<file path="config.mk">
export PLATFORM = sky130hd
export DESIGN_NAME = pei_event_unit
export DESIGN_NICKNAME = d
export VERILOG_FILES = /design/src/logic/pei_pkg.sv /design/src/logic/pei_flag_if.sv /design/src/logic/pei_event_unit.sv /design/src/logic/pei_flag_bank.sv
export SDC_FILE = /design/constraint.sdc
export NUM_CORES = 1
export LEC_CHECK = 0
export BUFFER_PORTS_ARGS = -buffer_cell sky130_fd_sc_hd__buf_2
export CORE_MARGIN = 2
export CORE_UTILIZATION = 45
export DETAILED_ROUTE_END_ITERATION = 10
export PLACE_DENSITY = 0.7
export SKIP_LAST_GASP = 1
export SYNTH_ARGS = -nofsm -noshare
export SYNTH_HDL_FRONTEND = slang
export SYNTH_SLANG_ARGS = --single-unit
</file>
<file path="constraint.sdc">
create_clock -name clk_i -period 2.32 [get_ports clk_i]
set_clock_uncertainty 0.15 [all_clocks]
set_input_delay 0.116 -clock clk_i [delete_from_list [all_inputs] [get_ports clk_i]]
set_output_delay 0.116 -clock clk_i [all_outputs]
set_load 0.02 [all_outputs]
</file>
<file path="src/logic/pei_pkg.sv">
// event interrupt unit: register offsets, field positions, reset values
// assumes a 5-bit management register address and 16-bit register words
package pei_pkg;
   localparam int          ADDR_W      = 5;
   localparam int          DATA_W      = 16;
   localparam int          POL_CH      = 4;

   // register offsets on the management register port
   localparam logic [4:0]  OFF_STATUS  = 5'h14;
   localparam logic [4:0]  OFF_MASK    = 5'h15;
   localparam logic [4:0]  OFF_CLEAR   = 5'h17;

   // flag positions, shared by status, mask and clear registers
   localparam int          BIT_SPEED   = 15;
   localparam int          BIT_LINK    = 14;
   localparam int          BIT_DUPLEX  = 13;
   localparam int          BIT_XOVER   = 12;
   localparam int          BIT_POL     = 11;
   localparam int          BIT_PDFLT   = 10;
   localparam int          BIT_MSERR   = 9;
   localparam int          BIT_NOHCD   = 8;
   localparam int          BIT_NOLINK  = 7;
   localparam int          BIT_JABBER  = 6;
   localparam int          BIT_NXTPG   = 5;
   localparam int          BIT_ANDONE  = 4;
   localparam int          BIT_REMFLT  = 3;

   // implemented flag bits; bits 2:0 are reserved and read as zero
   localparam logic [15:0] IMPL_BITS   = 16'hFFF8;
   localparam logic [15:0] STATUS_RST  = 16'h0000;
   localparam logic [15:0] MASK_RST    = 16'h0000;
   localparam logic [15:0] RDATA_RST   = 16'h0000;

   // speed encoding of the resolved link
   localparam logic [1:0]  SPEED_10    = 2'h0;
   localparam logic [1:0]  SPEED_100   = 2'h1;
   localparam logic [1:0]  SPEED_1000  = 2'h2;
   localparam logic [1:0]  SPEED_RST   = 2'h0;
   localparam logic [3:0]  POL_RST     = 4'h0;
endpackage : pei_pkg

</file>
<file path="src/logic/pei_flag_if.sv">
// event interrupt unit: carrier between the controller and its flag bank
// assumes both ends share one clock
`timescale 1ns/100ps
interface pei_flag_if;
   logic [15:0] set;     // one-cycle event strobes
   logic [15:0] clr;     // one-cycle clear strobes from software
   logic [15:0] flags;   // sticky flags, registered

   modport bank (input set, input clr, output flags);
   modport ctrl (output set, output clr, input flags);
endinterface : pei_flag_if

</file>
<file path="src/logic/pei_event_unit.sv">
// event interrupt unit of a tri-speed copper transceiver
// assumes the management register port is synchronous to clk_i and that
// event inputs are synchronous levels or one-cycle pulses from the core
//
// Operation
// - speed change on live link sets bit 15
// - link up or link loss sets bit 14
// - duplex change sets bit 13
// - crossover change sets bit 12
// - any channel polarity change sets bit 11
// - parallel detection fault sets bit 10
// - gigabit role resolution failure sets bit 9
// - no common ability sets bit 8
// - negotiation done but no link, bit 7
// - jabber start or end, 10M only, bit 6
// - next page received sets bit 5
// - negotiation complete sets bit 4
// - remote fault change sets bit 3
// - flags read-only, reset zero; bits 2:0 zero
// - mask bits 15..3 enable matching events
// - cleared mask suppresses; masks reset to zero
// - writing one to clear register clears flag
`timescale 1ns/100ps
module pei_event_unit (
   input  wire logic        clk_i,
   input  wire logic        rst_i,
   // management register port
   input  wire logic [4:0]  reg_addr_i,
   input  wire logic        reg_wr_i,
   input  wire logic        reg_rd_i,
   input  wire logic [15:0] reg_wdata_i,
   output logic      [15:0] reg_rdata_o,
   output logic             reg_rvalid_o,
   // link state from the core
   input  wire logic        link_up_i,
   input  wire logic [1:0]  speed_i,
   input  wire logic        full_duplex_i,
   input  wire logic        xover_i,
   input  wire logic [3:0]  polarity_i,
   input  wire logic        par_det_fault_i,
   input  wire logic        ms_fault_i,
   input  wire logic        no_hcd_i,
   input  wire logic        an_no_link_i,
   input  wire logic        mode_10bt_i,
   input  wire logic        jabber_i,
   input  wire logic        next_page_i,
   input  wire logic        an_done_i,
   input  wire logic        remote_fault_i,
   // interrupt
   output logic             irq_o
);
   pei_flag_if u_fi ();

   logic [15:0] mask_q;
   logic [15:0] rdata_q;
   logic        rvalid_q;
   logic        irq_q;
   logic        primed_q;
   logic        prev_link_q;
   logic [1:0]  prev_speed_q;
   logic        prev_dplx_q;
   logic        prev_xover_q;
   logic [3:0]  prev_pol_q;
   logic        prev_jab_q;
   logic        prev_an_q;
   logic        prev_rf_q;

   logic        ev_speed;
   logic        ev_link;
   logic        ev_dplx;
   logic        ev_xover;
   logic        ev_pol;
   logic        ev_pdflt;
   logic        ev_mserr;
   logic        ev_nohcd;
   logic        ev_nolink;
   logic        ev_jabber;
   logic        ev_nxtpg;
   logic        ev_andone;
   logic        ev_remflt;
   logic        sel_status;
   logic        sel_mask;
   logic        sel_clear;
   logic        wr_mask;
   logic        wr_clear;
   logic [15:0] rd_mux;
   logic        irq_d;

   pei_flag_bank #(
      .W (pei_pkg::DATA_W)
   ) u_bank (
      .clk_i (clk_i),
      .rst_i (rst_i),
      .fi    (u_fi.bank)
   );

   // change detectors wait one cycle after reset so stale history
   // cannot raise a spurious flag
   assign ev_speed  = primed_q & link_up_i & prev_link_q & (speed_i != prev_speed_q);
   assign ev_link   = primed_q & (link_up_i != prev_link_q);
   assign ev_dplx   = primed_q & (full_duplex_i != prev_dplx_q);
   assign ev_xover  = primed_q & (xover_i != prev_xover_q);
   assign ev_pol    = primed_q & (|(polarity_i ^ prev_pol_q));
   assign ev_pdflt  = par_det_fault_i;
   assign ev_mserr  = ms_fault_i & (speed_i == pei_pkg::SPEED_1000);
   assign ev_nohcd  = no_hcd_i;
   assign ev_nolink = an_no_link_i;
   assign ev_jabber = primed_q & mode_10bt_i & (jabber_i != prev_jab_q);
   assign ev_nxtpg  = next_page_i;
   assign ev_andone = primed_q & an_done_i & ~prev_an_q;
   assign ev_remflt = primed_q & (remote_fault_i != prev_rf_q);

   // event strobes in register bit order; reserved bits never set
   assign u_fi.set = {ev_speed, ev_link, ev_dplx, ev_xover, ev_pol, ev_pdflt,
                      ev_mserr, ev_nohcd, ev_nolink, ev_jabber, ev_nxtpg,
                      ev_andone, ev_remflt, 3'h0};

   // history of the level inputs for change detection
   always_ff @(posedge clk_i)
   begin
      if (rst_i)
      begin
         primed_q     <= 1'b0;
         prev_link_q  <= 1'b0;
         prev_speed_q <= pei_pkg::SPEED_RST;
         prev_dplx_q  <= 1'b0;
         prev_xover_q <= 1'b0;
         prev_pol_q   <= pei_pkg::POL_RST;
         prev_jab_q   <= 1'b0;
         prev_an_q    <= 1'b0;
         prev_rf_q    <= 1'b0;
      end
      else
      begin
         primed_q     <= 1'b1;
         prev_link_q  <= link_up_i;
         prev_speed_q <= speed_i;
         prev_dplx_q  <= full_duplex_i;
         prev_xover_q <= xover_i;
         prev_pol_q   <= polarity_i;
         prev_jab_q   <= jabber_i;
         prev_an_q    <= an_done_i;
         prev_rf_q    <= remote_fault_i;
      end
   end

   // register decode; status is read-only so writes to it are dropped
   assign sel_status = (reg_addr_i == pei_pkg::OFF_STATUS);
   assign sel_mask   = (reg_addr_i == pei_pkg::OFF_MASK);
   assign sel_clear  = (reg_addr_i == pei_pkg::OFF_CLEAR);
   assign wr_mask    = reg_wr_i & sel_mask;
   assign wr_clear   = reg_wr_i & sel_clear;

   // clear strobe lasts one cycle, so the clear register self-clears
   assign u_fi.clr = wr_clear ? (reg_wdata_i & pei_pkg::IMPL_BITS) : 16'h0000;

   // clear register reads zero because nothing is ever held in it;
   // unmapped offsets also read zero
   assign rd_mux = sel_status ? u_fi.flags :
                   sel_mask   ? mask_q     : 16'h0000;

   // mask register; reserved bits are forced low whatever is written
   always_ff @(posedge clk_i)
   begin
      if (rst_i)
         mask_q <= pei_pkg::MASK_RST;
      else if (wr_mask)
         mask_q <= reg_wdata_i & pei_pkg::IMPL_BITS;
   end

   // read data registered: answer one cycle after the read strobe
   always_ff @(posedge clk_i)
   begin
      if (rst_i)
      begin
         rdata_q  <= pei_pkg::RDATA_RST;
         rvalid_q <= 1'b0;
      end
      else
      begin
         rdata_q  <= reg_rd_i ? rd_mux : rdata_q;
         rvalid_q <= reg_rd_i;
      end
   end

   // interrupt from registered flags and mask; one cycle behind the flag,
   // traded for a glitch-free output pin
   assign irq_d = |(u_fi.flags & mask_q);

   always_ff @(posedge clk_i)
   begin
      if (rst_i)
         irq_q <= 1'b0;
      else
         irq_q <= irq_d;
   end

   assign reg_rdata_o  = rdata_q;
   assign reg_rvalid_o = rvalid_q;
   assign irq_o        = irq_q;

   // checks on the event path
   a_speed_flag: assert property (
      @(posedge clk_i) disable iff (rst_i)
      (primed_q && link_up_i && prev_link_q && speed_i != prev_speed_q)
         |=> u_fi.flags[pei_pkg::BIT_SPEED])
      else $error("speed change did not set its flag");

   a_link_flag: assert property (
      @(posedge clk_i) disable iff (rst_i)
      (primed_q && $changed(link_up_i)) |=> u_fi.flags[pei_pkg::BIT_LINK])
      else $error("link change did not set its flag");

   a_duplex_flag: assert property (
      @(posedge clk_i) disable iff (rst_i)
      (primed_q && $changed(full_duplex_i)) |=> u_fi.flags[pei_pkg::BIT_DUPLEX])
      else $error("duplex change did not set its flag");

   a_xover_flag: assert property (
      @(posedge clk_i) disable iff (rst_i)
      (primed_q && $changed(xover_i)) |=> u_fi.flags[pei_pkg::BIT_XOVER])
      else $error("crossover change did not set its flag");

   a_pol_flag: assert property (
      @(posedge clk_i) disable iff (rst_i)
      (primed_q && $changed(polarity_i)) |=> u_fi.flags[pei_pkg::BIT_POL])
      else $error("polarity change did not set its flag");

   a_pulse_flags: assert property (
      @(posedge clk_i) disable iff (rst_i)
      par_det_fault_i |=> u_fi.flags[pei_pkg::BIT_PDFLT])
      else $error("fault pulse did not set its flag");

   a_nohcd_flag: assert property (
      @(posedge clk_i) disable iff (rst_i)
      no_hcd_i |=> u_fi.flags[pei_pkg::BIT_NOHCD])
      else $error("no common ability did not set its flag");

   a_nolink_flag: assert property (
      @(posedge clk_i) disable iff (rst_i)
      an_no_link_i |=> u_fi.flags[pei_pkg::BIT_NOLINK])
      else $error("no link after negotiation did not set its flag");

   a_nxtpg_flag: assert property (
      @(posedge clk_i) disable iff (rst_i)
      next_page_i |=> u_fi.flags[pei_pkg::BIT_NXTPG])
      else $error("next page did not set its flag");

   a_ms_gated: assert property (
      @(posedge clk_i) disable iff (rst_i)
      (!u_fi.flags[pei_pkg::BIT_MSERR] && !(ms_fault_i && speed_i == pei_pkg::SPEED_1000))
         |=> !u_fi.flags[pei_pkg::BIT_MSERR])
      else $error("role error flag rose without a gigabit fault");

   a_jabber_mode: assert property (
      @(posedge clk_i) disable iff (rst_i)
      (!mode_10bt_i && !u_fi.flags[pei_pkg::BIT_JABBER]) |=> !u_fi.flags[pei_pkg::BIT_JABBER])
      else $error("jabber flag rose outside 10M mode");

   a_an_edge: assert property (
      @(posedge clk_i) disable iff (rst_i)
      (primed_q && $rose(an_done_i)) |=> u_fi.flags[pei_pkg::BIT_ANDONE])
      else $error("negotiation completion not flagged");

   a_remflt_flag: assert property (
      @(posedge clk_i) disable iff (rst_i)
      (primed_q && $changed(remote_fault_i)) |=> u_fi.flags[pei_pkg::BIT_REMFLT])
      else $error("remote fault change did not set its flag");

   a_resv_zero: assert property (
      @(posedge clk_i) disable iff (rst_i)
      reg_rvalid_o |-> (reg_rdata_o[2:0] == 3'h0 && u_fi.flags[2:0] == 3'h0))
      else $error("reserved bits read nonzero");

   a_mask_write: assert property (
      @(posedge clk_i) disable iff (rst_i)
      (reg_wr_i && reg_addr_i == pei_pkg::OFF_MASK)
         |=> mask_q == ($past(reg_wdata_i) & pei_pkg::IMPL_BITS))
      else $error("mask write not stored");

   a_mask_reset: assert property (
      @(posedge clk_i) disable iff (rst_i)
      $past(rst_i) |-> (mask_q == 16'h0000 && !irq_o))
      else $error("mask not zero after reset");

   a_clear_works: assert property (
      @(posedge clk_i) disable iff (rst_i)
      (reg_wr_i && reg_addr_i == pei_pkg::OFF_CLEAR && reg_wdata_i[pei_pkg::BIT_NXTPG]
       && !next_page_i) |=> !u_fi.flags[pei_pkg::BIT_NXTPG])
      else $error("clear write left flag set");

   a_flag_holds: assert property (
      @(posedge clk_i) disable iff (rst_i)
      (u_fi.flags[pei_pkg::BIT_REMFLT] && !u_fi.clr[pei_pkg::BIT_REMFLT])
         |=> u_fi.flags[pei_pkg::BIT_REMFLT])
      else $error("sticky flag dropped without a clear");

   a_irq_follows: assert property (
      @(posedge clk_i) disable iff (rst_i)
      |(u_fi.flags & mask_q) |=> irq_o ##0 $past(irq_d))
      else $error("interrupt not raised for enabled flag");

   a_irq_quiet: assert property (
      @(posedge clk_i) disable iff (rst_i)
      !(|(u_fi.flags & mask_q)) |=> !irq_o)
      else $error("interrupt raised with no enabled flag");
endmodule : pei_event_unit

</file>
<file path="src/logic/pei_flag_bank.sv">
// event interrupt unit: bank of sticky event flags
// assumes set and clr are synchronous strobes on clk_i
`timescale 1ns/100ps
module pei_flag_bank #(
   parameter int W = pei_pkg::DATA_W
) (
   input  wire logic clk_i,
   input  wire logic rst_i,
   pei_flag_if.bank  fi
);
   logic [W-1:0] flags_q;
   logic [W-1:0] flags_d;

   // set beats clear so an event in the clearing cycle is kept
   assign flags_d = ((flags_q & ~fi.clr[W-1:0]) | fi.set[W-1:0])
                    & pei_pkg::IMPL_BITS[W-1:0];

   // flags hold until cleared; reserved bits can never rise
   always_ff @(posedge clk_i)
   begin
      if (rst_i)
         flags_q <= pei_pkg::STATUS_RST[W-1:0];
      else
         flags_q <= flags_d;
   end

   assign fi.flags = flags_q;
endmodule : pei_flag_bank

</file>
==> results.md, run 1 <==
- Routed Antenna Nets: 0
- Outcome: complete, no violations
- Initial DRC Count: 117
- Post-synthesis sequential area ratio: between 40% and 50%
- Synth Register Bits: 54
- Worst r2r dst: u_bank.fi.flags[10]
- Post-Synth XOR/XNOR Area: 4.18%
- Placed cell count: 360
- Most frequent cells after synthesis: dfxtp_1 (54), nand3_1 (30), a21oi_1 (28), nor2b_1 (15), o21ai_0 (15)
- H-Tree Depth: 2
- Routed WL: 5.17 mm
- Max-slew violations: 0
- Element type at the critical path end: flip-flop
- Reg2Reg Setup Slack: slightly below 0.9 ns
- Biggest area consumer among synthesized cells: dfxtp_1
- Die ar.: 0.00571 mm^2
- CP max FO: 18
- Post-synth top area share: 46.9%
- Worst-Margin Slew: 0.610 ns
- Vias in the first global route: 1844
- Hold wc startpoint: ms_fault_i
- Pwr per Cell Area: 607 mW/mm^2
- CTS tree: yes
- Clock slew at reported path FFs: 0.10 ns
- Worst vdd ir: 0.389 mV
- Antenna diode count: 0
- Largest family of logic cells by synthesized area: simple AND/OR/NAND/NOR gates
- Simple-gate area share of the yosys netlist: 19.5%
- Most instantiated library cell after synthesis: dfxtp_1
- Syn-to-layout area delta: 30.5%
- Multiplexer share of the synthesized area: 6.36%
- Final Util: 60.0%
- Clock latency on the worst-skew pair: 0.31 ns
- Post-cts sizing count: 0
- Setup CP Type: in2reg
- Post-synth ARST share: 0%
- Vias per cell: 5.10
- Gr ovfl total: 0
- Adder-cell share of the synthesized area: 0%
- Die height: 75.5 um
- Max_cap viols: 0
- Via count: 2031
- DIE WIDTH: around 76 um
- Largest net degree at the start of global routing: 33
- Synth Area in Compound Gates: 16.5%
- Rel. slew slack: 59.3%
- Fin crit share: 77.5%
- Syn_area_per_cell: 9.21 um^2
- Buf/Inv on CP: 2
- DR WL/cell: 13.0 um
- Synth unique cells: 35
- Hold EP: u_bank.fi.flags[9]
- Worst Path Arrival: approximately 1.8 ns
- Core Area: 0.00501 mm^2
- Synth warnings: 0
- 1st-pass router iterations: 5
- Critical path's top delay family: simple AND/OR/NAND/NOR gates
- Setup TNS: 0 ns
- Worst r2r src: u_bank.fi.flags[10]
- Min cycle time layout: 1.80 ns
- Layout cells sized above 1: 24.4%
- Post-synth EDFFs: 0
- Cells along the critical path: buf_2 > and4b_1 > and2_1 > a311oi_1 > dlygate4sd3_1
- Final hold vios: 0
- Top FF cell, synth: dfxtp_1
- Final Non-Filler Cells: 398
- Post-CTS Setup Bufs: 0
- Initial core utilization: 46.0%
- Layout Nets: 370
- Io pins: 61
- Area of the mapped netlist: ~0.0023 mm^2
- CTS buffer count: 5
- Worst Hold Class: in2reg
- Hold Buf Count CTS: 30
- Total Routing Usage GR: between 10% and 20%
- First-pass GRT wire length: 8.45 mm
- Max Freq: 556 MHz
- # rows: 26
- Reg2reg path depth: 3
- Final HPWL DP: 3.50 mm
- Clk sink count: 54
- RSZ-0062 raised after global routing: no
- DRC Markers: 0
- RePlAce Congestion: roughly 0.76
- Number of port buffers: 54
- Setup Viol. Count Final: 0
- Initial antenna violation count: 0
- Post-Syn Instances: 250
- Top cells by area, synth: dfxtp_1 (47%), nand3_1 (6.5%), mux2_2 (6.4%)
- Worst setup SP type: input port
- CP Data Required Time: about 2.4 ns
- Crit path max-delay cell type: and4b_1
- Clk buf depth: 2
- Clock root cell: clkbuf_8
- Worst hold stages: 3
- Pleak: approximately 1.2 nW
- Largest stage delay on the critical path: roughly 0.60 ns
worst max-delay path by stage:
stage	slack, ns	depth (start not counted)	startpoint	endpoint
2_1_floorplan	1.23	3	u_bank.fi.flags[4]	irq_o
3_3_place_gp	0.78	4	reg_addr_i[3]	u_bank.fi.flags[10]
6_report	0.52	5	reg_addr_i[0]	u_bank.fi.flags[7]
5_1_grt	0.44	5	reg_addr_i[0]	u_bank.fi.flags[10]
3_5_place_dp	0.75	4	reg_addr_i[0]	u_bank.fi.flags[9]
4_1_cts	0.55	5	reg_addr_i[0]	u_bank.fi.flags[7]
layer usage:
layer  share of wire, %  GRT usage [%]
met5                  0              0
met1                 47           25.9
met4                1.8           8.97
met3                4.2           3.70
met2                 47           30.7
where the power goes:
part | internal (mW) | switching, mW
Sequential | 0.960 | 0.0229
Combinational | 0.114 | 0.101
Clock | 0.324 | 0.303
cell usage in the layout (no fill, tap or decap), types with 4 or more instances in the layout:
master         netlist  routed
buf_2                4      54
clkbuf_8             0       5
nand3_1             30      30
mux2_2              13      13
xor2_1               7       7
and3_1               6       6
xnor2_1              4       4
nor2_1               4       4
a21oi_1             28      28
nor2b_1             15      15
dfxtp_1             54      54
nand2b_1            14      14
o21ai_0             15      15
a311oi_1             4       4
inv_1               11      11
o32ai_1              5       5
buf_4                5       4
dlygate4sd3_1        0      30
worst register-to-register path: cells and delay by family, from the launching register on:
family	cells	cell delay, ns
buffers and inverters	1	0.57
flip-flops	1	0.38
AO/OA/AOI/OAI	1	0.24
AND/OR/NAND/NOR	1	0.06
per-stage QoR:
step / setup slack (ns) / power [mW] / hold WS (ns) / area, um^2
6_report: 0.523 / 1.82 / 0.0278 / 3010
5_1_grt: 0.435 / 1.91 / 0.0412 / 3010
4_1_cts: 0.549 / 1.84 / 0.0299 / 3010
3_5_place_dp: 0.745 / 1.18 / 0.185 / 2590
3_3_place_gp: 0.779 / 1.17 / 0.179 / 2590
2_1_floorplan: 1.23 / 1.11 / 0.0747 / 2310
flip-flops by register name (all words and copies together), names as in the netlist, 2 cells and up:
register         flops
reg_rdata_o         13
prev_pol_q           4
u_bank.fi.flags     13
prev_speed_q         2
mask_q              13
area by class of cell:
class,count,area [um^2]
fillers,463,2000
multi-input cells,167,1080
flip-flops and latches,54,1080
repair buffers,88,601
well taps,70,87.6
clock buffers,5,68.8
clock inverters,3,43.8
inverters,11,41.3
cell families after synthesis:
group / count (synthesis)
buffers and inverters: 31
DFF: 54
xor gates and xnor gates: 11
muxes: 13
AOI/OAI and AO/OA: 62
and+or+nand+nor: 78
other: 1
(Power assumes the default switching activity.)
==> run 2, diff against run 1 <==
--- a/config.mk
+++ b/config.mk
@@ -9,7 +9,7 @@
 export CORE_MARGIN = 2
 export CORE_UTILIZATION = 45
 export DETAILED_ROUTE_END_ITERATION = 10
-export PLACE_DENSITY = 0.7
+export PLACE_DENSITY = 0.73
 export SKIP_LAST_GASP = 1
 export SYNTH_ARGS = -nofsm -noshare
 export SYNTH_HDL_FRONTEND = slang
==> constraint.sdc (replaced) <==
create_clock -name clk_i -period 1.46 [get_ports clk_i]
set_clock_uncertainty 0.15 [all_clocks]
set_input_delay 0.073 -clock clk_i [delete_from_list [all_inputs] [get_ports clk_i]]
set_output_delay 0.073 -clock clk_i [all_outputs]
set_load 0.02 [all_outputs]
==> run 2 against run 1 <==
  * Sequential power is 59% higher
  * Final area is 3.5% higher
  * Clock power up 29%
  * Critical path type unchanged
  * Critical endpoint is now prev_pol_q[1]
  * Global-route usage grew 0.94 points
  * Largest power group unchanged
  * Critical path depth decreased by 1
  * Register-to-register slack worse by 0.63 ns
  * Highest routed layer unchanged
  * Cell count rose by 2.5%
  * Worst hold slack improved by 0.020 ns
  * Sequential share of layout area shrank 1.2 points
  * Power grew 50%
==> results.md, run 2 (synthesized netlist as in run 1, its figures left out) <==
- Setup TNS: 0 ns (unchanged)
- RSZ-0062 raised after global routing: no (unchanged)
- CTS tree: yes (unchanged)
- Pwr per Cell Area: 881 mW/mm^2 (was 607 mW/mm^2)
- Core Area: 0.00501 mm^2 (unchanged)
- Initial core utilization: 46.0% (unchanged)
- Max_cap viols: 0 (unchanged)
- Most common cell after layout, fill and taps aside: dfxtp_1
- Worst Hold Class: in2reg (unchanged)
- Gr ovfl total: 0 (unchanged)
- Switch Pwr: 645 uW (was 427 uW)
- Min cycle time layout: 1.42 ns
- DR WL/cell: 13.2 um (was 13.0 um)
- Max Freq: 703 MHz
- Routed Antenna Nets: 0 (unchanged)
- Clock latency on the worst-skew pair: 0.31 ns (about the same)
- Routed WL: 5.40 mm (was 5.17 mm)
- H-Tree Depth: 2 (unchanged)
- Setup crit end: prev_pol_q[1] (was u_bank.fi.flags[7])
- Syn-to-layout area delta: 35.0% (was 30.5%)
- Initial antenna violation count: 0 (unchanged)
- Clk buf depth: 2 (unchanged)
- Number of port buffers: 54 (unchanged)
- Flop pwr share: 57.0% (was 53.9%)
- Total power: 2.74 mW (was 1.82 mW)
- Reg2reg path depth: 3 (unchanged)
- Via count: 2048 (was 2031)
- Pre-CTS WS: 0.129 ns (was 0.745 ns)
- Setup CP Type: in2reg (unchanged)
- Layout cells sized above 1: 23.7% (was 24.4%)
- Final hold vios: 0 (unchanged)
- Largest net degree at the start of global routing: 42 (was 33)
- CP Data Required Time: 1.56 ns (was 2.36 ns)
- RePlAce Congestion: 0.797 (was 0.758)
- Critical Path Start: rst_i (was reg_addr_i[0])
- 1st-pass router iterations: 4 (was 5)
- Clock slew at reported path FFs: 0.08 ns (was 0.10 ns)
- Outcome: complete, no violations (unchanged)
- Filler instances: 476 (was 463)
- Max-slew violations: 0 (unchanged)
- Initial DRC Count: 126 (was 117)
- Setup Viol. Count Final: 0 (unchanged)
- Die ar.: 0.00571 mm^2 (unchanged)
- First-pass GRT wire length: 8.71 mm (was 8.45 mm)
- Sw Ratio: 23.5% (was 23.4%)
- Worst hold slack: 0.0480 ns (was 0.0278 ns)
- Vias in the first global route: 1924 (was 1844)
- Clk sink count: 54 (unchanged)
- Worst vdd ir: 0.784 mV (was 0.389 mV)
- Worst r2r dst: irq_o (was u_bank.fi.flags[10])
- Final HPWL DP: 3.40 mm (was 3.50 mm)
- Worst Path Arrival: 1.53 ns (was 1.84 ns)
- Clk network pwr share: 29.6% (was 34.4%)
- CP max FO: 13 (was 18)
- Io pins: 61 (unchanged)
- Worst setup SP type: input port (unchanged)
- Antenna diode count: 0 (unchanged)
- Reg2Reg Setup Slack: 0.25 ns (was 0.88 ns)
- Pleak: 1.29 nW (was 1.24 nW)
- Post-CTS Setup Bufs: 0 (unchanged)
- Worst r2r src: u_bank.fi.flags[4] (was u_bank.fi.flags[10])
- Comb power frac: 13.4% (was 11.8%)
- Vias per cell: 5.02 (was 5.10)
- Worst Setup Slack, final: 0.0372 ns (was 0.523 ns)
- Most frequent cells in the layout: dfxtp_1 (54), buf_2 (53), dlygate4sd3_1 (41) (was buf_2 (54), dfxtp_1 (54), nand3_1 (30), dlygate4sd3_1 (30), a21oi_1 (28))
- CTS buffer count: 5 (unchanged)
- Clock root cell: clkbuf_8 (unchanged)
- Element type at the critical path end: flip-flop (unchanged)
- DIE WIDTH: 75.5 um (unchanged)
- Fin crit share: 97.4%
- DRC Markers: 0 (unchanged)
- # rows: 26 (unchanged)
- Die height: 75.5 um (unchanged)
- Total Routing Usage GR: 20.4% (was 19.5%)
- Layout Nets: 382 (was 370)
- Pint: 2.10 mW (was 1.40 mW)
run 2: cell types whose count changed in the layout (fill, tap and decap cells not counted):
cell | before | now
clkinv_2 | 1 | 0
inv_6 | 1 | 0
nor2b_1 | 15 | 14
buf_2 | 54 | 53
bufinv_16 | 1 | 0
dlygate4sd3_1 | 30 | 41
nor2b_2 | 0 | 1
buf_4 | 4 | 5
clkbuf_8 | 5 | 6
buf_12 | 0 | 1
run 2: worst min-delay path by stage:
stage,from,to,slack [ns],cells past startpoint
2_1_floorplan,reg_wdata_i[10],u_bank.fi.flags[10],0.03,1
3_3_place_gp,reg_wdata_i[7],u_bank.fi.flags[7],0.13,2
3_5_place_dp,reg_wdata_i[7],u_bank.fi.flags[7],0.14,2
4_1_cts,reg_addr_i[1],u_bank.fi.flags[4],0.05,4
5_1_grt,reg_rd_i,reg_rvalid_o,0.08,2
6_report,reg_addr_i[1],u_bank.fi.flags[4],0.05,4
run 2: worst max-delay path, cell delays in order:
cell and delay [ns]:
dlygate4sd3_1 0.55, buf_4 0.19, nor2b_1 0.15, dlygate4sd3_1 0.56
run 2: timing repair:
item / 4_1_cts / 5_1_grt
hold buffers: 41 / 0
resized for setup: 0 / 3
endpoints found under the hold margin: 39 / 0
setup endpoints to repair: 0 / 9
run 2: layout make-up:
class,instances,area (um^2),area share [%]
Tap cell,70,87.6,2.82
Timing Repair Buffer,100,733,23.6
Multi-Input combinational cell,167,1080,34.9
Inverter,11,41.3,1.33
Clock buffer,6,82.6,2.65
Sequential cell,54,1080,34.8
run 2: power groups by stage:
stage | combinational [mW] | clock, mW | sequential (mW)
after global placement | 0.276 | 0 | 1.59
after CTS | 0.363 | 0.831 | 1.56
after global routing | 0.406 | 0.887 | 1.57
after detailed placement | 0.279 | 0 | 1.60
final | 0.368 | 0.810 | 1.56
after floorplan | 0.177 | 0 | 1.59
run 2: stage by stage:
stage	cell area [um^2]	instances	utilization (%)
2_1_floorplan	2310	252	-
3_3_place_gp	2610	361	52.1
3_5_place_dp	2610	361	52.1
4_1_cts	3110	408	62.0
5_1_grt	3110	408	62.1
6_report	3110	408	62.1
run 2: metal layers:
layer  GRT usage, %  vias to the layer above  share of wire [%]
li1               -                     1057                  -
met1           25.6                      931                 46
met4           6.04                        0                1.5
met5              0                        -                  0
met2           34.3                       52                 48
met3           5.82                        8                4.3
